`config.mk`:
```
export PLATFORM = sky130hd
export DESIGN_NAME = fthr_config
export DESIGN_NICKNAME = d
export VERILOG_FILES = /design/src/fthr_pkg.sv /design/src/fthr_limit_if.sv /design/src/fthr_compare.sv /design/src/fthr_config.sv
export SDC_FILE = /design/constraint.sdc
export NUM_CORES = 1
export LEC_CHECK = 0
export ABC_AREA = 1
export BUFFER_PORTS_ARGS = -buffer_cell sky130_fd_sc_hd__buf_2
export CAP_MARGIN = 10
export CORE_ASPECT_RATIO = 1.2
export CORE_UTILIZATION = 60
export CTS_BUF_LIST = sky130_fd_sc_hd__clkbuf_16
export CTS_CLUSTER_DIAMETER = 80
export DETAILED_ROUTE_END_ITERATION = 8
export PLACE_DENSITY = 0.81
export SYNTH_ARGS = -nofsm -noshare
export SYNTH_HDL_FRONTEND = slang
export SYNTH_SLANG_ARGS = --single-unit
```
`constraint.sdc`:
```
create_clock -name ref_clk -period 16.8 [get_ports ref_clk]
set_clock_uncertainty 0.15 [all_clocks]
set_input_delay 3.36 -clock ref_clk [delete_from_list [all_inputs] [get_ports ref_clk]]
set_output_delay 3.36 -clock ref_clk [all_outputs]
set_load 0.03 [all_outputs]
```
`src/fthr_pkg.sv`:
```
// fault threshold configuration: shared constants, field layout, fsm states
// assumes a single 25 MHz clock domain and a serial management bus slave
package fthr_pkg;

  // ==========================================================
  // register command codes
  localparam logic [7:0]  CMD_OV_LIMIT      = 8'hda;
  localparam logic [7:0]  CMD_UV_LIMIT      = 8'hdb;
  localparam logic [7:0]  CMD_OC_LIMIT      = 8'hdc;

  // ==========================================================
  // reset values and writable bit masks
  localparam logic [15:0] OV_LIMIT_RESET    = 16'h003f;
  localparam logic [7:0]  UV_LIMIT_RESET    = 8'h00;
  localparam logic [15:0] OC_LIMIT_RESET    = 16'h003f;
  localparam logic [15:0] OV_LIMIT_WMASK    = 16'h03ff;
  localparam logic [7:0]  UV_LIMIT_WMASK    = 8'h3f;
  localparam logic [15:0] OC_LIMIT_WMASK    = 16'h027f;

  // ==========================================================
  // field positions
  localparam int          SRC_SEL_BIT       = 9;
  localparam int          RANGE_LSB         = 6;
  localparam int          RANGE_W           = 3;
  localparam int          LEVEL_W           = 6;
  localparam int          DIR_BIT           = 9;
  localparam int          SHUNT_RANGE_BIT   = 6;

  // ==========================================================
  // threshold scaling: one level step is 1/64 of full scale
  localparam logic [6:0]  HIGH_BASE_STEPS   = 7'h10;
  localparam logic [6:0]  LOW_BASE_STEPS    = 7'h00;
  localparam int          STEP_SHIFT        = 6;

  // full scales in mV, 60 V variant then 12 V variant
  localparam logic [16:0] FS60_CODE0_MV     = 17'h0bb80;
  localparam logic [16:0] FS60_CODE1_MV     = 17'h05dc0;
  localparam logic [16:0] FS60_CODE2_MV     = 17'h02ee0;
  localparam logic [16:0] FS60_CODE3_MV     = 17'h01388;
  localparam logic [16:0] FS60_CODE4_MV     = 17'h00ce4;
  localparam logic [16:0] FS60_CODE5_MV     = 17'h009c4;
  localparam logic [16:0] FS12_CODE0_MV     = 17'h02ee0;
  localparam logic [16:0] FS12_CODE1_MV     = 17'h01770;
  localparam logic [16:0] FS12_CODE2_MV     = 17'h00bb8;
  localparam logic [16:0] FS12_CODE3_MV     = 17'h004e2;

  // shunt full scales in uV
  localparam logic [16:0] SHUNT_FS_WIDE_UV  = 17'h13880;
  localparam logic [16:0] SHUNT_FS_NARROW_UV = 17'h09c40;

  // temperature level in units of 0.01 C
  localparam logic signed [16:0] TEMP_BASE_CC = -17'sh03840;
  localparam logic [16:0] TEMP_STEP_CC      = 17'h0023b;

  // ==========================================================
  // serial bus
  localparam logic [3:0]  BYTE_BITS         = 4'h8;

  typedef enum logic [8:0] {
    S_IDLE     = 9'h001,
    S_ADDR     = 9'h002,
    S_ADDR_ACK = 9'h004,
    S_CMD      = 9'h008,
    S_CMD_ACK  = 9'h010,
    S_WDATA    = 9'h020,
    S_WDATA_ACK = 9'h040,
    S_RDATA    = 9'h080,
    S_RACK     = 9'h100
  } fthr_state_t;

endpackage

```
`src/fthr_limit_if.sv`:
```
// limit settings carried from the register bank to the comparator logic
// assumes one driver module and one consumer module
`timescale 1ns/10ps
interface fthr_limit_if;
  logic       high_limit_source_select;
  logic [2:0] range_code;
  logic [5:0] high_limit_level;
  logic [5:0] low_limit_level;
  logic       shunt_dir;
  logic       shunt_range;
  logic [5:0] shunt_limit_level;

  modport cfg (
    output high_limit_source_select,
    output range_code,
    output high_limit_level,
    output low_limit_level,
    output shunt_dir,
    output shunt_range,
    output shunt_limit_level
  );
  modport cmp (
    input  high_limit_source_select,
    input  range_code,
    input  high_limit_level,
    input  low_limit_level,
    input  shunt_dir,
    input  shunt_range,
    input  shunt_limit_level
  );
endinterface

```
`src/fthr_compare.sv`:
```
// digital threshold comparators for high limit, low limit and shunt limit
// assumes measurements arrive synchronous to ref_clk in mV, 0.01 C and uV
`timescale 1ns/10ps
module fthr_compare
  import fthr_pkg::*;
#(
  parameter bit VARIANT_60V = 1'b1
) (
  input  wire logic               ref_clk,
  input  wire logic               rst,
  fthr_limit_if.cmp               lim,
  input  wire logic [15:0]        bus_voltage_mv,
  input  wire logic signed [15:0] die_temp_cc,
  input  wire logic [26:0]        shunt_input_pos,
  input  wire logic [26:0]        shunt_input_neg,
  output logic                    high_trip_q,
  output logic                    low_trip_q,
  output logic                    shunt_trip_q
);

  function automatic logic [16:0] fthr_scale(input logic [16:0] fs, input logic [6:0] steps);
    logic [23:0] prod;
    prod = {7'h00, fs} * {17'h00000, steps};
    return prod[STEP_SHIFT+16:STEP_SHIFT];
  endfunction

  // ==========================================================
  // reference levels
  logic        fs_valid;
  logic [16:0] fs_mv;
  logic [16:0] high_thr_mv;
  logic [16:0] low_thr_mv;
  logic [16:0] shunt_fs_uv;
  logic [16:0] shunt_thr_uv;
  logic signed [16:0] temp_thr_cc;
  logic signed [27:0] shunt_diff;
  logic signed [27:0] shunt_mag;
  logic        high_trip_d;
  logic        low_trip_d;
  logic        shunt_trip_d;

  always_comb begin
    fs_valid = 1'b1;
    fs_mv    = 17'h00000;
    if (VARIANT_60V) begin
      unique case (lim.range_code) // [RULE_04]
        3'h0:    fs_mv = FS60_CODE0_MV;
        3'h1:    fs_mv = FS60_CODE1_MV;
        3'h2:    fs_mv = FS60_CODE2_MV;
        3'h3:    fs_mv = FS60_CODE3_MV;
        3'h4:    fs_mv = FS60_CODE4_MV;
        3'h5:    fs_mv = FS60_CODE5_MV;
        default: fs_valid = 1'b0;
      endcase
    end else begin
      unique case (lim.range_code) // [RULE_05]
        3'h0:    fs_mv = FS12_CODE0_MV;
        3'h1:    fs_mv = FS12_CODE1_MV;
        3'h2:    fs_mv = FS12_CODE2_MV;
        3'h3:    fs_mv = FS12_CODE3_MV;
        default: fs_valid = 1'b0;
      endcase
    end
    // one range field scales both voltage references
    high_thr_mv = fthr_scale(fs_mv,
      HIGH_BASE_STEPS + {1'b0, lim.high_limit_level}); // [RULE_03] [RULE_06]
    low_thr_mv  = fthr_scale(fs_mv,
      LOW_BASE_STEPS + {1'b0, lim.low_limit_level}); // [RULE_03] [RULE_09]
    temp_thr_cc = TEMP_BASE_CC
                  + $signed(17'(TEMP_STEP_CC * {11'h000, lim.high_limit_level})); // [RULE_07]
    shunt_fs_uv = lim.shunt_range ? SHUNT_FS_NARROW_UV : SHUNT_FS_WIDE_UV; // [RULE_12]
    shunt_thr_uv = fthr_scale(shunt_fs_uv,
      HIGH_BASE_STEPS + {1'b0, lim.shunt_limit_level}); // [RULE_13]
    shunt_diff  = $signed({1'b0, shunt_input_pos}) - $signed({1'b0, shunt_input_neg});
    shunt_mag   = lim.shunt_dir ? -shunt_diff : shunt_diff; // [RULE_11]
    if (lim.high_limit_source_select) begin
      high_trip_d = $signed({die_temp_cc[15], die_temp_cc}) > temp_thr_cc; // [RULE_02]
    end else begin
      high_trip_d = fs_valid && ({1'b0, bus_voltage_mv} > high_thr_mv); // [RULE_02]
    end
    low_trip_d   = fs_valid && ({1'b0, bus_voltage_mv} < low_thr_mv);
    shunt_trip_d = shunt_mag > $signed({11'h000, shunt_thr_uv});
  end

  always_ff @(posedge ref_clk or posedge rst) begin
    if (rst) begin
      high_trip_q  <= 1'b0;
      low_trip_q   <= 1'b0;
      shunt_trip_q <= 1'b0;
    end else begin
      high_trip_q  <= high_trip_d;
      low_trip_q   <= low_trip_d;
      shunt_trip_q <= shunt_trip_d;
    end
  end

endmodule

```
`src/fthr_config.sv`:
```
// fault threshold register bank with serial management bus slave and alert pins
// assumes scl and sda_i synchronous to ref_clk; sda wired-and outside
//
// Functional notes
// [RULE_01] high limit register: source, range, level fields
// [RULE_02] source bit picks temperature or bus voltage
// [RULE_03] one range field scales both voltage references
// [RULE_04] 60 V ranges: 48, 24, 12, 5, 3.3, 2.5
// [RULE_05] 12 V ranges: 12, 6, 3, 1.25 only
// [RULE_06] high voltage level: 25% plus 1/64 steps
// [RULE_07] temperature level: -144 C plus 5.71 C steps
// [RULE_08] low limit byte register, level code, resets zero
// [RULE_09] low level: code times 1/64 full scale
// [RULE_10] shunt limit register: direction, range, level fields
// [RULE_11] direction bit picks shunt polarity checked
// [RULE_12] shunt range bit: 80 mV or 40 mV
// [RULE_13] shunt level: 25% plus 1/64 steps
// [RULE_14] comparator results drive both alert pins
// [RULE_15] unused bits read zero, ignore writes
`timescale 1ns/10ps
module fthr_config
  import fthr_pkg::*;
#(
  parameter logic [6:0] SLAVE_ADDR  = 7'h40, // value arbitrary
  parameter bit         VARIANT_60V = 1'b1
) (
  input  wire logic               ref_clk,
  input  wire logic               rst,
  input  wire logic               scl,
  input  wire logic               sda_i,
  output logic                    sda_o,
  output logic                    sda_oe_n,
  input  wire logic [15:0]        bus_voltage_mv,
  input  wire logic signed [15:0] die_temp_cc,
  input  wire logic [26:0]        shunt_input_pos,
  input  wire logic [26:0]        shunt_input_neg,
  output logic                    alert_out_one_o,
  output logic                    alert_out_one_oe_n,
  output logic                    alert_out_two_n
);

  // ==========================================================
  // helpers
  function automatic logic fthr_cmd_hit(input logic [7:0] cmd);
    return (cmd == CMD_OV_LIMIT) || (cmd == CMD_UV_LIMIT) || (cmd == CMD_OC_LIMIT);
  endfunction

  function automatic logic [1:0] fthr_cmd_bytes(input logic [7:0] cmd);
    return (cmd == CMD_UV_LIMIT) ? 2'h1 : 2'h2;
  endfunction

  function automatic logic [7:0] fthr_rd_byte(
    input logic [7:0]  cmd,
    input logic        hit,
    input logic [1:0]  idx,
    input logic [15:0] ov,
    input logic [7:0]  uv,
    input logic [15:0] oc
  );
    logic [15:0] word;
    word = 16'hffff;
    if (hit) begin
      if (cmd == CMD_OV_LIMIT) begin
        word = ov;
      end else if (cmd == CMD_UV_LIMIT) begin
        word = {8'h00, uv};
      end else begin
        word = oc;
      end
    end
    return (idx == 2'h0) ? word[7:0] : word[15:8];
  endfunction

  // ==========================================================
  // bus state
  fthr_state_t state_q;
  fthr_state_t state_d;
  logic        scl_prev_q;
  logic        sda_prev_q;
  logic [3:0]  bit_cnt_q;
  logic [3:0]  bit_cnt_d;
  logic [7:0]  shift_q;
  logic [7:0]  shift_d;
  logic [7:0]  cmd_q;
  logic [7:0]  cmd_d;
  logic        cmd_hit_q;
  logic        cmd_hit_d;
  logic [1:0]  byte_idx_q;
  logic [1:0]  byte_idx_d;
  logic [7:0]  low_byte_q;
  logic [7:0]  low_byte_d;
  logic        master_ack_q;
  logic        master_ack_d;
  logic        sda_oe_n_q;
  logic        sda_oe_n_d;
  logic [15:0] ov_limit_q;
  logic [15:0] ov_limit_d;
  logic [7:0]  uv_limit_q;
  logic [7:0]  uv_limit_d;
  logic [15:0] oc_limit_q;
  logic [15:0] oc_limit_d;

  logic        scl_rise;
  logic        scl_fall;
  logic        start_seen;
  logic        stop_seen;
  logic [7:0]  rx_byte;
  logic [7:0]  tx_byte;

  assign scl_rise   = scl & ~scl_prev_q;
  assign scl_fall   = ~scl & scl_prev_q;
  assign start_seen = scl & scl_prev_q & sda_prev_q & ~sda_i;
  assign stop_seen  = scl & scl_prev_q & ~sda_prev_q & sda_i;
  assign rx_byte    = shift_q;

  // ==========================================================
  // bus next state
  always_comb begin
    state_d      = state_q;
    bit_cnt_d    = bit_cnt_q;
    shift_d      = shift_q;
    cmd_d        = cmd_q;
    cmd_hit_d    = cmd_hit_q;
    byte_idx_d   = byte_idx_q;
    low_byte_d   = low_byte_q;
    master_ack_d = master_ack_q;
    sda_oe_n_d   = sda_oe_n_q;
    ov_limit_d   = ov_limit_q;
    uv_limit_d   = uv_limit_q;
    oc_limit_d   = oc_limit_q;
    tx_byte      = 8'h00;
    if (start_seen) begin
      state_d    = S_ADDR;
      bit_cnt_d  = 4'h0;
      sda_oe_n_d = 1'b1;
    end else if (stop_seen) begin
      state_d    = S_IDLE;
      sda_oe_n_d = 1'b1;
    end else begin
      unique case (state_q)
        S_IDLE: begin
          sda_oe_n_d = 1'b1;
        end
        S_ADDR: begin
          if (scl_rise) begin
            shift_d   = {shift_q[6:0], sda_i};
            bit_cnt_d = bit_cnt_q + 4'h1;
          end else if (scl_fall && bit_cnt_q == BYTE_BITS) begin
            bit_cnt_d = 4'h0;
            if (rx_byte[7:1] == SLAVE_ADDR) begin
              state_d      = S_ADDR_ACK;
              master_ack_d = rx_byte[0];
              sda_oe_n_d   = 1'b0;
            end else begin
              state_d = S_IDLE;
            end
          end
        end
        S_ADDR_ACK: begin
          if (scl_fall) begin
            bit_cnt_d  = 4'h0;
            byte_idx_d = 2'h0;
            if (master_ack_q) begin
              tx_byte    = fthr_rd_byte(cmd_q, cmd_hit_q, 2'h0, ov_limit_q, uv_limit_q,
                                        oc_limit_q);
              shift_d    = tx_byte;
              sda_oe_n_d = tx_byte[7];
              state_d    = S_RDATA;
            end else begin
              sda_oe_n_d = 1'b1;
              state_d    = S_CMD;
            end
          end
        end
        S_CMD: begin
          if (scl_rise) begin
            shift_d   = {shift_q[6:0], sda_i};
            bit_cnt_d = bit_cnt_q + 4'h1;
          end else if (scl_fall && bit_cnt_q == BYTE_BITS) begin
            bit_cnt_d  = 4'h0;
            cmd_d      = rx_byte;
            cmd_hit_d  = fthr_cmd_hit(rx_byte);
            byte_idx_d = 2'h0;
            if (fthr_cmd_hit(rx_byte)) begin
              sda_oe_n_d = 1'b0;
              state_d    = S_CMD_ACK;
            end else begin
              state_d = S_IDLE;
            end
          end
        end
        S_CMD_ACK: begin
          if (scl_fall) begin
            sda_oe_n_d = 1'b1;
            state_d    = S_WDATA;
          end
        end
        S_WDATA: begin
          if (scl_rise) begin
            shift_d   = {shift_q[6:0], sda_i};
            bit_cnt_d = bit_cnt_q + 4'h1;
          end else if (scl_fall && bit_cnt_q == BYTE_BITS) begin
            bit_cnt_d = 4'h0;
            if (byte_idx_q >= fthr_cmd_bytes(cmd_q)) begin
              state_d = S_IDLE;
            end else begin
              sda_oe_n_d = 1'b0;
              state_d    = S_WDATA_ACK;
              byte_idx_d = byte_idx_q + 2'h1;
              low_byte_d = rx_byte;
              if (cmd_q == CMD_UV_LIMIT) begin
                uv_limit_d = rx_byte & UV_LIMIT_WMASK; // [RULE_08] [RULE_15]
              end else if (byte_idx_q == 2'h1 && cmd_q == CMD_OV_LIMIT) begin
                ov_limit_d = {rx_byte, low_byte_q} & OV_LIMIT_WMASK; // [RULE_01] [RULE_15]
              end else if (byte_idx_q == 2'h1 && cmd_q == CMD_OC_LIMIT) begin
                oc_limit_d = {rx_byte, low_byte_q} & OC_LIMIT_WMASK; // [RULE_10] [RULE_15]
              end
            end
          end
        end
        S_WDATA_ACK: begin
          if (scl_fall) begin
            sda_oe_n_d = 1'b1;
            state_d    = S_WDATA;
          end
        end
        S_RDATA: begin
          if (scl_fall) begin
            if (bit_cnt_q == BYTE_BITS - 4'h1) begin
              bit_cnt_d  = 4'h0;
              sda_oe_n_d = 1'b1;
              state_d    = S_RACK;
            end else begin
              bit_cnt_d  = bit_cnt_q + 4'h1;
              shift_d    = {shift_q[6:0], 1'b1};
              sda_oe_n_d = shift_q[6];
            end
          end
        end
        S_RACK: begin
          if (scl_rise) begin
            master_ack_d = ~sda_i;
          end else if (scl_fall) begin
            if (master_ack_q && (byte_idx_q + 2'h1) < fthr_cmd_bytes(cmd_q)) begin
              byte_idx_d = byte_idx_q + 2'h1;
              tx_byte    = fthr_rd_byte(cmd_q, cmd_hit_q, byte_idx_q + 2'h1, ov_limit_q,
                                        uv_limit_q, oc_limit_q);
              shift_d    = tx_byte;
              sda_oe_n_d = tx_byte[7];
              state_d    = S_RDATA;
            end else begin
              sda_oe_n_d = 1'b1;
              state_d    = S_IDLE;
            end
          end
        end
      endcase
    end
  end

  always_ff @(posedge ref_clk or posedge rst) begin
    if (rst) begin
      state_q      <= S_IDLE;
      scl_prev_q   <= 1'b1;
      sda_prev_q   <= 1'b1;
      bit_cnt_q    <= 4'h0;
      shift_q      <= 8'h00;
      cmd_q        <= 8'h00;
      cmd_hit_q    <= 1'b0;
      byte_idx_q   <= 2'h0;
      low_byte_q   <= 8'h00;
      master_ack_q <= 1'b0;
      sda_oe_n_q   <= 1'b1;
      ov_limit_q   <= OV_LIMIT_RESET; // [RULE_01]
      uv_limit_q   <= UV_LIMIT_RESET; // [RULE_08]
      oc_limit_q   <= OC_LIMIT_RESET; // [RULE_10]
    end else begin
      state_q      <= state_d;
      scl_prev_q   <= scl;
      sda_prev_q   <= sda_i;
      bit_cnt_q    <= bit_cnt_d;
      shift_q      <= shift_d;
      cmd_q        <= cmd_d;
      cmd_hit_q    <= cmd_hit_d;
      byte_idx_q   <= byte_idx_d;
      low_byte_q   <= low_byte_d;
      master_ack_q <= master_ack_d;
      sda_oe_n_q   <= sda_oe_n_d;
      ov_limit_q   <= ov_limit_d;
      uv_limit_q   <= uv_limit_d;
      oc_limit_q   <= oc_limit_d;
    end
  end

  // ==========================================================
  // limit fields to comparators
  fthr_limit_if lim ();

  assign lim.high_limit_source_select = ov_limit_q[SRC_SEL_BIT];
  assign lim.range_code               = ov_limit_q[RANGE_LSB +: RANGE_W];
  assign lim.high_limit_level         = ov_limit_q[LEVEL_W-1:0];
  assign lim.low_limit_level          = uv_limit_q[LEVEL_W-1:0];
  assign lim.shunt_dir                = oc_limit_q[DIR_BIT];
  assign lim.shunt_range              = oc_limit_q[SHUNT_RANGE_BIT];
  assign lim.shunt_limit_level        = oc_limit_q[LEVEL_W-1:0];

  logic high_trip;
  logic low_trip;
  logic shunt_trip;

  fthr_compare #(
    .VARIANT_60V (VARIANT_60V)
  ) u_compare (
    .ref_clk         (ref_clk),
    .rst             (rst),
    .lim             (lim),
    .bus_voltage_mv  (bus_voltage_mv),
    .die_temp_cc     (die_temp_cc),
    .shunt_input_pos (shunt_input_pos),
    .shunt_input_neg (shunt_input_neg),
    .high_trip_q     (high_trip),
    .low_trip_q      (low_trip),
    .shunt_trip_q    (shunt_trip)
  );

  // ==========================================================
  // alert pins, active low
  logic alert_one_oe_n_q;
  logic alert_one_oe_n_d;
  logic alert_two_n_q;
  logic alert_two_n_d;

  always_comb begin
    alert_one_oe_n_d = ~(high_trip | low_trip | shunt_trip); // [RULE_14]
    alert_two_n_d    = ~(high_trip | low_trip | shunt_trip); // [RULE_14]
  end

  always_ff @(posedge ref_clk or posedge rst) begin
    if (rst) begin
      alert_one_oe_n_q <= 1'b1;
      alert_two_n_q    <= 1'b1;
    end else begin
      alert_one_oe_n_q <= alert_one_oe_n_d;
      alert_two_n_q    <= alert_two_n_d;
    end
  end

  // open-drain pins only ever pull low
  logic zero_q;

  always_ff @(posedge ref_clk or posedge rst) begin
    if (rst) begin
      zero_q <= 1'b0;
    end else begin
      zero_q <= 1'b0;
    end
  end

  assign sda_o              = zero_q;
  assign sda_oe_n           = sda_oe_n_q;
  assign alert_out_one_o    = zero_q;
  assign alert_out_one_oe_n = alert_one_oe_n_q;
  assign alert_out_two_n    = alert_two_n_q;

endmodule

```
# Word-level counts from Yosys, hierarchy flattened
# Cells that the tools add are included.
dict set report classes {
  addsub 7
  multipliers 4
  n_div 0
  magnitude_cmp 6
  eq_ne 60
  n_shift 0
  muxes 82
  bitwise 20
  reduce_logical 29
}
# op count
set op_table {}
lappend op_table {{2-to-1 mux 9 bit} 14}
lappend op_table {{one-hot mux 16 bit (6 select lines)} 1}
lappend op_table {{2-to-1 mux 8 bit} 11}
lappend op_table {{one-hot mux 9 bit (7 select lines)} 1}
lappend op_table {{!= test 4 bit, second input constant} 14}
lappend op_table {{equality test 8 bit, second input constant} 6}
lappend op_table {{greater-than comparator 16 x 17 -> 1 bit} 2}
lappend op_table {{!= test 2 bit, second input constant} 17}
lappend op_table {{one-hot mux 8 bit (4 select lines)} 1}
lappend op_table {{greater-than comparator 28 x 18 -> 1 bit} 1}
lappend op_table {{2-to-1 mux 28 bit} 1}
lappend op_table {{2-to-1 mux 4 bit} 7}
lappend op_table {{negation 28 bit} 1}
lappend op_table {{subtractor 27 x 27 -> 28 bit} 1}
lappend op_table {{2-to-1 mux 1 bit} 25}
lappend op_table {{multiplier 16 x 7 -> 23 bit} 1}
lappend op_table {{multiplier 17 x 7 -> 23 bit} 1}
lappend op_table {{multiplier 16 x 6 -> 22 bit} 1}
lappend op_table {{2-to-1 mux 10 bit} 2}
lappend op_table {{2-to-1 mux 2 bit} 10}
lappend op_table {{adder 15 x 17 -> 17 bit, first input constant} 1}
lappend op_table {{< comparator 16 x 17 -> 1 bit} 1}
lappend op_table {{2-to-1 mux 17 bit} 1}
lappend op_table {{multiplier 10 x 6 -> 16 bit, first input constant} 1}
lappend op_table {{54 further kinds} 86}
dict set report word_totals {
  regBits 72
  latchBits 0
  mem_bits_rw 0
  rom_bits 0
  inputBits 90
  output_inout_bits 5
  wordCells 226
  n_memories 0
}

# Depth between registers and ports, before layout
# Gate-level depths: netlist of run 1.
dict set report depth {
  ltp_word 11
  depth_mapped 38
  ltp_nobuf 37
}

# Hierarchy
# A second synthesis of run 1 with hierarchy kept.
dict set report unflattened {
  cells_unflattened 2430
  area_unflattened_um2 16543.4
}
# module n_inst cells_per_inst area_per_inst_um2 seq_area_each_um2
set modules_own_cells {}
lappend modules_own_cells {fthr_compare 1 1808 12174.2 75.1}
lappend modules_own_cells {fthr_config 1 622 4369.2 1747.9}

# Worst setup path before layout of run 1
# OpenSTA, ideal clock, no wires.
dict set report synth_timing {
  path_kind {in2reg}
  start {in shunt_input_pos[0]}
  end {reg u_compare.shunt_trip_q}
  setup_time_ns 0.122
  t_arrival_ns 6.356
  t_required_ns 16.528
  slack_ns 10.172
  path_stages 26
  n_path_buf 0
  path_cell_list {inv_1 > ha_1 > inv_1 > fa_1 > xnor2_1 > nand2_1 > nor2_1 > nand3_1 > nor2_2 > nand3_2 > nand2_1 > o21ai_0 > xor2_1 > ha_1 > a21oi_1 > nor2_1 > a211oi_1 > nand2_1 > nand2_1 > nand2_1 > nand2_1 > nand3_1 > nor2_1 > nand2_1 > nor2_1 > a21oi_1}
}
dict set report synth_between {
  elab_chain_cells 4
}
# element line_no
set synth_lines {}
lappend synth_lines {{from (decl)} fthr_config.sv:35} ;# input wire logic [26:0] shunt_input_pos,
lappend synth_lines {{subtractor 27 x 27 -> 28 bit (*)} fthr_compare.sv:74} ;# shunt_diff = $signed({1'b0, shunt_input_pos}) - $signed({1'b0, shunt_input_neg});
lappend synth_lines {{negation 28 bit} fthr_compare.sv:75} ;# shunt_mag = lim.shunt_dir ? -shunt_diff : shunt_diff;
lappend synth_lines {{2-to-1 mux 28 bit (*)} fthr_compare.sv:75}
lappend synth_lines {{greater-than comparator 28 x 18 -> 1 bit (*)} fthr_compare.sv:82} ;# shunt_trip_d = shunt_mag > $signed({11'h000, shunt_thr_uv});
lappend synth_lines {{via u_compare.shunt_trip_d} fthr_compare.sv:40} ;# logic shunt_trip_d;
lappend synth_lines {{to (signal assigned)} fthr_compare.sv:93} ;# shunt_trip_q <= shunt_trip_d;
lappend synth_lines {{to (decl)} fthr_compare.sv:18} ;# output logic shunt_trip_q
# Mark *: on every way through the listed nets, which the timed path passes. The rest lies on a longest branch.
# A chain may end at the register's enable or synchronous reset.

# Worst setup path after layout of run 1
dict set report layout_timing {
  start {reg ov_limit_q[8]}
  end {reg u_compare.high_trip_q}
}
dict set report layout_between {
  elab_chain_cells 6
  elab_cells_between_ends 13
  classes_between {mul (1); order compare (1); eq/ne (5); mux (3); reduce/logical (3)}
}
# element line_no
set layout_lines {}
lappend layout_lines {{from (decl)} fthr_config.sv:96} ;# logic [15:0] ov_limit_q;
lappend layout_lines {{from (signal assigned)} fthr_config.sv:289} ;# ov_limit_q <= ov_limit_d;
lappend layout_lines {{equality test 3 bit, or another cell as far along} fthr_compare.sv:46} ;# unique case (lim.range_code)
lappend layout_lines {{one-hot mux 16 bit (6 select lines)} fthr_compare.sv:46}
lappend layout_lines {{multiplier 16 x 7 -> 23 bit} fthr_compare.sv:23} ;# prod = {7'h00, fs} * {17'h00000, steps};
lappend layout_lines {{greater-than comparator 16 x 17 -> 1 bit} fthr_compare.sv:79} ;# high_trip_d = fs_valid && ({1'b0, bus_voltage_mv} > high_thr_mv);
lappend layout_lines {{logical AND 1 bit (*)} fthr_compare.sv:79}
lappend layout_lines {{2-to-1 mux 1 bit (*)} fthr_compare.sv:76} ;# if (lim.high_limit_source_select) begin
lappend layout_lines {{via u_compare.high_trip_d} fthr_compare.sv:38} ;# logic high_trip_d;
lappend layout_lines {{to (signal assigned)} fthr_compare.sv:91} ;# high_trip_q <= high_trip_d;
lappend layout_lines {{to (decl)} fthr_compare.sv:16} ;# output logic high_trip_q,
# Marks and branches as above.

==> impl_metrics.ini, run 1 <==
[cts]
cts.path.max_buffers = 2
h-tree-depth = 3
cts_hold_repair.buffers = 0
clock_latency_ns = 0.34
cts_sinks = 72
cts_buffers = 9
post-cts-setup-buffers = 0
clk_pin_slew_ns = 0.06
cts_tree = done
cts-root-buf = clkbuf_16
cts_resized = 0

[power_and_ir_drop]
p_clk_frac = 0.248
pwr-share-seq = 0.291
pwr_density_cell_nw_per_um2 = 44.55
p_total_mw = 0.7547
cellInternalPower_mw = 0.4158
p_leak_nw = 9.446
netSwitchingFraction = 0.4491
power_frac_comb = 0.461
ir_drop_uv = 59.88
netSwitchingPower_mw = 0.3389

[die]
core_area_sq_um = 25780
die_h_um = 180.2
die_w_um = 150.5
dieArea_sq_um = 27130
pin_count = 95
initial_core_util = 0.6160
fp-row-count = 64

[logic_synthesis]
synthArstFlopShare = 1.000
synth_common_cells = nand2_1, inv_1, ha_1, nor2_1, fa_1
synth_edf_count = 0
yosys.cell_count.top_type = nand2_1
synth_top_area_share = 0.1891
ys_ff_latch = 72
yosys_warnings = 0
synth_ff_type = dfrtp_1
yosysSeqAreaShare = 0.1148
synth_area_leaders = ha_1, fa_1, nand2_1, inv_1, dfrtp_1
avgSynthCellArea_sq_um = 6.936
synthesis.area_sq_um = 15880
yosysTopAreaCell = ha_1
synth.distinct_cells = 61
syn-instance-count = 2290

[run_status]
status = complete, no violations

[finish]
n_fill_cell = 2348
multi_input_area_sq_um = 12200
fin_nets = 2828
antenna_cells = 0
fin_cells = 2706
area_growth_pct = 6.664
drive_gt1_frac = 0.07786
utilization = 0.6570
regArea_sq_um = 1823
final_cell_area_sq_um = 16940

[route]
post_drt_wl_per_cell_um = 14.90
drtIter0Drc = 967
via_per_inst = 5.516
drc = 0
routed_wl_um = 40310
vias = 14930
dr.pass1.iters = 6
ant_nets = 0

[global_routing]
grt_max_degree = 73
grt_pass1_wl_um = 68230
antenna_found_initial = 0
grt_pass1_vias = 15040
grt-ovfl-total = 0
grt_use_total = 0.3111

[placed_design]
globalplace.congestion = 0.9724
placed_cell_area_sq_um = 16660
place.port_buffers = 92
place_ws_ns = 9.665
hpwl_um = 34330
placed_cells = 2690

[worst_setup_path]
cpMostUsedCell = inv_1
critPathTopFamily = adder cells
required_ns = 16.87
worst_setup_path_start_kind = flop
crit_type = reg -> reg
end_kind = flop
crit_path_max_fanout = 12
worstPathArrival_ns = 7.36
slowest_delay_ns = 0.59
slowest_stage = nor2_1
crit_buf_inv = 6

[timing]
finalCritPeriodShare = 0.4337
final_hold_viol_count = 0
setup_slack_ns = 9.514
fin_tns_setup_ns = 0
min_period_ns = 7.286
relSlewSlack = 0.3922
tightest_slew_ns = 0.9116
max_freq_mhz = 137.2
rsz0062_at_grt = false
setup_viol = 0
maxSlewViolCount = 0
hold_slack_ns = 0.2406

[worst_hold_path]
worstHoldPathType = reg -> reg

[run]
cap_violations = 0
[logic make-up (layout without fill, tap and decap cells)]
kind of cell	count (synthesis)	count (layout)	share of synthesized area
other	2	13	0.0004728
xor gates and xnor gates	90	90	0.04963
adders and majority gates	367	367	0.3491
and+or+nand+nor	949	949	0.2533
DFF	72	72	0.1148
buffers and inverters	502	577	0.1200
muxes	2	2	0.001339
AOI/OAI and AO/OA	306	306	0.1114
[power by group through the flow]
| stage | clock network, mW | registers, mW | logic [mW] |
|---|---|---|---|
| floorplan | 0 | 0.219 | 0.254 |
| global placement | 0 | 0.222 | 0.334 |
| detailed placement | 0 | 0.222 | 0.342 |
| CTS | 0.189 | 0.219 | 0.344 |
| global route | 0.196 | 0.223 | 0.393 |
| finish | 0.187 | 0.220 | 0.348 |
[final cells by class]
type                    instances  share of cell area
clock buffers                   9             0.01329
inverters                     468              0.1037
flip-flops and latches         72              0.1076
multi-input cells            1727              0.7199
clock inverters                 7            0.003545
repair buffers                 93             0.02762
well taps                     330             0.02437
[final timing paths]
path                                      startpoint               endpoint  slack, ns  cells past startpoint
worst max-delay path                   ov_limit_q[8]  u_compare.high_trip_q       9.51                     31
worst min-delay path            u_compare.low_trip_q        alert_out_two_n       0.24                      1
worst max register to register         ov_limit_q[8]  u_compare.high_trip_q       9.51                     31
worst min register to register  u_compare.low_trip_q        alert_out_two_n       0.24                      1
max in group asynchronous                        rst               cmd_q[4]      12.77                      3
min in group asynchronous                        rst             state_q[3]       3.12                      3
[layer usage]
layer,track usage,share of wire,wire length (um)
met4,0.1208,0.040,1593
met5,0,0,0
met3,0.05139,0.066,2667
met1,0.3790,0.41,16550
met2,0.5406,0.48,19500
[flip-flops by register name, summed over array words and instances, names as in the netlist]
register / count
master_ack_q: 1
cmd_q: 8
byte_idx_q: 2
uv_limit_q: 6
low_byte_q: 8
sda_prev_q: 1
state_q: 9
sda_oe_n: 1
ov_limit_q: 10
u_compare.shunt_trip_q: 1
scl_prev_q: 1
alert_out_two_n: 1
cmd_hit_q: 1
oc_limit_q: 8
bit_cnt_q: 4
rx_byte: 8
u_compare.high_trip_q: 1
u_compare.low_trip_q: 1
[cell usage in the layout (no fill, tap or decap), types with 32 or more instances in the layout]
| cell type | netlist | routed |
|---|---|---|
| dfrtp_1 | 55 | 55 |
| nor2_1 | 223 | 223 |
| inv_1 | 453 | 452 |
| nor3_1 | 32 | 32 |
| o21ai_0 | 97 | 97 |
| nand2_1 | 516 | 516 |
| a21oi_1 | 111 | 111 |
| fa_1 | 127 | 127 |
| ha_1 | 240 | 240 |
| buf_2 | 2 | 92 |
| nand3_1 | 92 | 92 |
| xor2_1 | 63 | 63 |
Note: power is estimated with default switching activity, not from simulation.
==> inputs of run 2 (changes only) <==
clock period = 7.07 ns   (was 16.8 ns; I/O delays follow)
==> run 2 against run 1 <==
Effect of this change: worst hold slack lost 0.0051 ns; non-clock buffer count increased by 11; routed wire length rose by 1.3%; final cell count is 0.41% higher; sequential cell count stayed put; design area grew 0.51%; clock power is 130% higher; die area did not move; combinational power rose by 140%; critical path type unchanged; critical endpoint unchanged; largest cell class unchanged.
==> impl_metrics.ini, run 2 (same netlist as run 1, synthesis figures left out) <==
[run_status]
status = complete, no violations

[finish]
regMostFlops = ov_limit_q
drive_gt1_frac = 0.08337
utilization = 0.6604
largest_reg_flops = 10
final_common_cell = nand2_1
antenna_cells = 0
fin_cells = 2717
top_regs = ov_limit_q (10), state_q (9)
fin_nets = 2839
final_cell_area_sq_um = 17030
mostFrequentLayoutCells = nand2_1, inv_1, ha_1
area_growth_pct = 7.208

[die]
pin_count = 95
dieArea_sq_um = 27130
fp-row-count = 64
initial_core_util = 0.6160
core_area_sq_um = 25780
die_w_um = 150.5
die_h_um = 180.2

[global_routing]
met2_usage = 0.5725
grt_pass1_wl_um = 69300
grt_max_degree = 73
gr-usage-met1 = 0.3903
antenna_found_initial = 0
grt-ovfl-total = 0
grt_pass1_vias = 15030
grtUsageMet3 = 0.03089
grt_use_total = 0.3164
grt_busiest_layer = met2

[power_and_ir_drop]
netSwitchingPower_mw = 0.7958
pwr_density_cell_nw_per_um2 = 104.6
power_frac_comb = 0.460
pwr-share-seq = 0.294
p_leak_nw = 9.487
p_clk_frac = 0.247
cellInternalPower_mw = 0.9854
ir_drop_uv = 162.1
netSwitchingFraction = 0.4468

[worst_setup_path]
worstPathArrival_ns = 6.67
slowest_delay_ns = 0.74
crit_type = reg -> reg
worst_setup_path_start_kind = flop
crit_path_max_fanout = 16
cpMostUsedCell = nand2_1
slowest_stage = dfstp_2
end_kind = flop
required_ns = 7.15

[route]
vias = 14980
via_per_inst = 5.514
ant_nets = 0
dr.pass1.iters = 7
routed_wl_um = 40820
drc = 0
post_drt_wl_per_cell_um = 15.03
drtIter0Drc = 918

[cts]
h-tree-depth = 3
cts_hold_repair.buffers = 0
cts_buffers = 9
cts-root-buf = clkbuf_16
cts_tree = done
clk_pin_slew_ns = 0.07
cts_sinks = 72
clock_latency_ns = 0.35
cts.path.max_buffers = 2

[run]
cap_violations = 0

[placed_design]
hpwl_um = 34870
placed_cell_area_sq_um = 16740
place.port_buffers = 92
globalplace.congestion = 0.9556
placed_cells = 2701

[timing]
setup_viol = 0
final_hold_viol_count = 0
fin_tns_setup_ns = 0
min_period_ns = 6.589
finalCritPeriodShare = 0.9320
max_freq_mhz = 151.8
maxSlewViolCount = 0
relSlewSlack = 0.3940
rsz0062_at_grt = false
tightest_slew_ns = 0.9090

[worst_hold_path]
worstHoldPathType = reg -> reg
==> run 2: worst paths after layout <==
check,slack [ns],cells past startpoint,start,to
setup reg to reg,0.48,28,ov_limit_q[4],u_compare.high_trip_q
max in group asynchronous,4.99,3,rst,rx_byte[7]
hold reg to reg,0.24,1,u_compare.low_trip_q,alert_out_two_n
min in group asynchronous,1.19,3,rst,state_q[5]
setup / recovery,0.48,28,ov_limit_q[4],u_compare.high_trip_q
hold / removal,0.24,1,u_compare.low_trip_q,alert_out_two_n
==> run 2: power by group through the flow <==
stage / logic [mW] / registers (mW) / clock network, mW
2_1_floorplan: 0.603 / 0.519 / 0
3_3_place_gp: 0.789 / 0.527 / 0
3_5_place_dp: 0.811 / 0.529 / 0
4_1_cts: 0.815 / 0.521 / 0.445
5_1_grt: 0.932 / 0.529 / 0.464
6_report: 0.819 / 0.523 / 0.439
==> run 2: what timing repair did <==
action | in CTS | in global routing
setup buffers | 0 | 0
endpoints found under the setup margin | 0 | 2
resized for setup | 0 | 3
==> run 2: critical path: cells and delay by family, from the launching register on <==
| kind | cells | cell delay (ns) |
|---|---|---|
| compound gates | 4 | 0.79 |
| flops | 1 | 0.74 |
| buf+inv | 4 | 0.33 |
| fa+ha+maj | 7 | 3.17 |
| xor+xnor | 1 | 0.14 |
| simple gates | 12 | 1.15 |
==> run 2: metal layers <==
layer	routed length, um	share of wire
met1	16990	0.42
met5	0	0
met4	1154	0.028
met2	20330	0.50
met3	2348	0.058
==> run 2: area by class of cell <==
class / count / area [sq um]
Multi-Input combinational cell: 1727 / 12200
Timing Repair Buffer: 104 / 550.5
Clock inverter: 7 / 56.30
Tap cell: 330 / 412.9
Inverter: 468 / 1757
Fill cell: 2369 / 8757
Sequential cell: 72 / 1823
Clock buffer: 9 / 225.2
==> run 2: metrics by stage <==
| stage | hold WS (ns) | total power, mW | setup WS [ns] |
|---|---|---|---|
| 2_1_floorplan | 0.1937 | 1.122 | 1.016 |
| 3_3_place_gp | 0.2201 | 1.316 | 0.5787 |
| 3_5_place_dp | 0.2194 | 1.339 | 0.4538 |
| 4_1_cts | 0.2323 | 1.781 | 0.4094 |
| 5_1_grt | 0.2518 | 1.925 | 0.0004068 |
| 6_report | 0.2355 | 1.781 | 0.4807 |
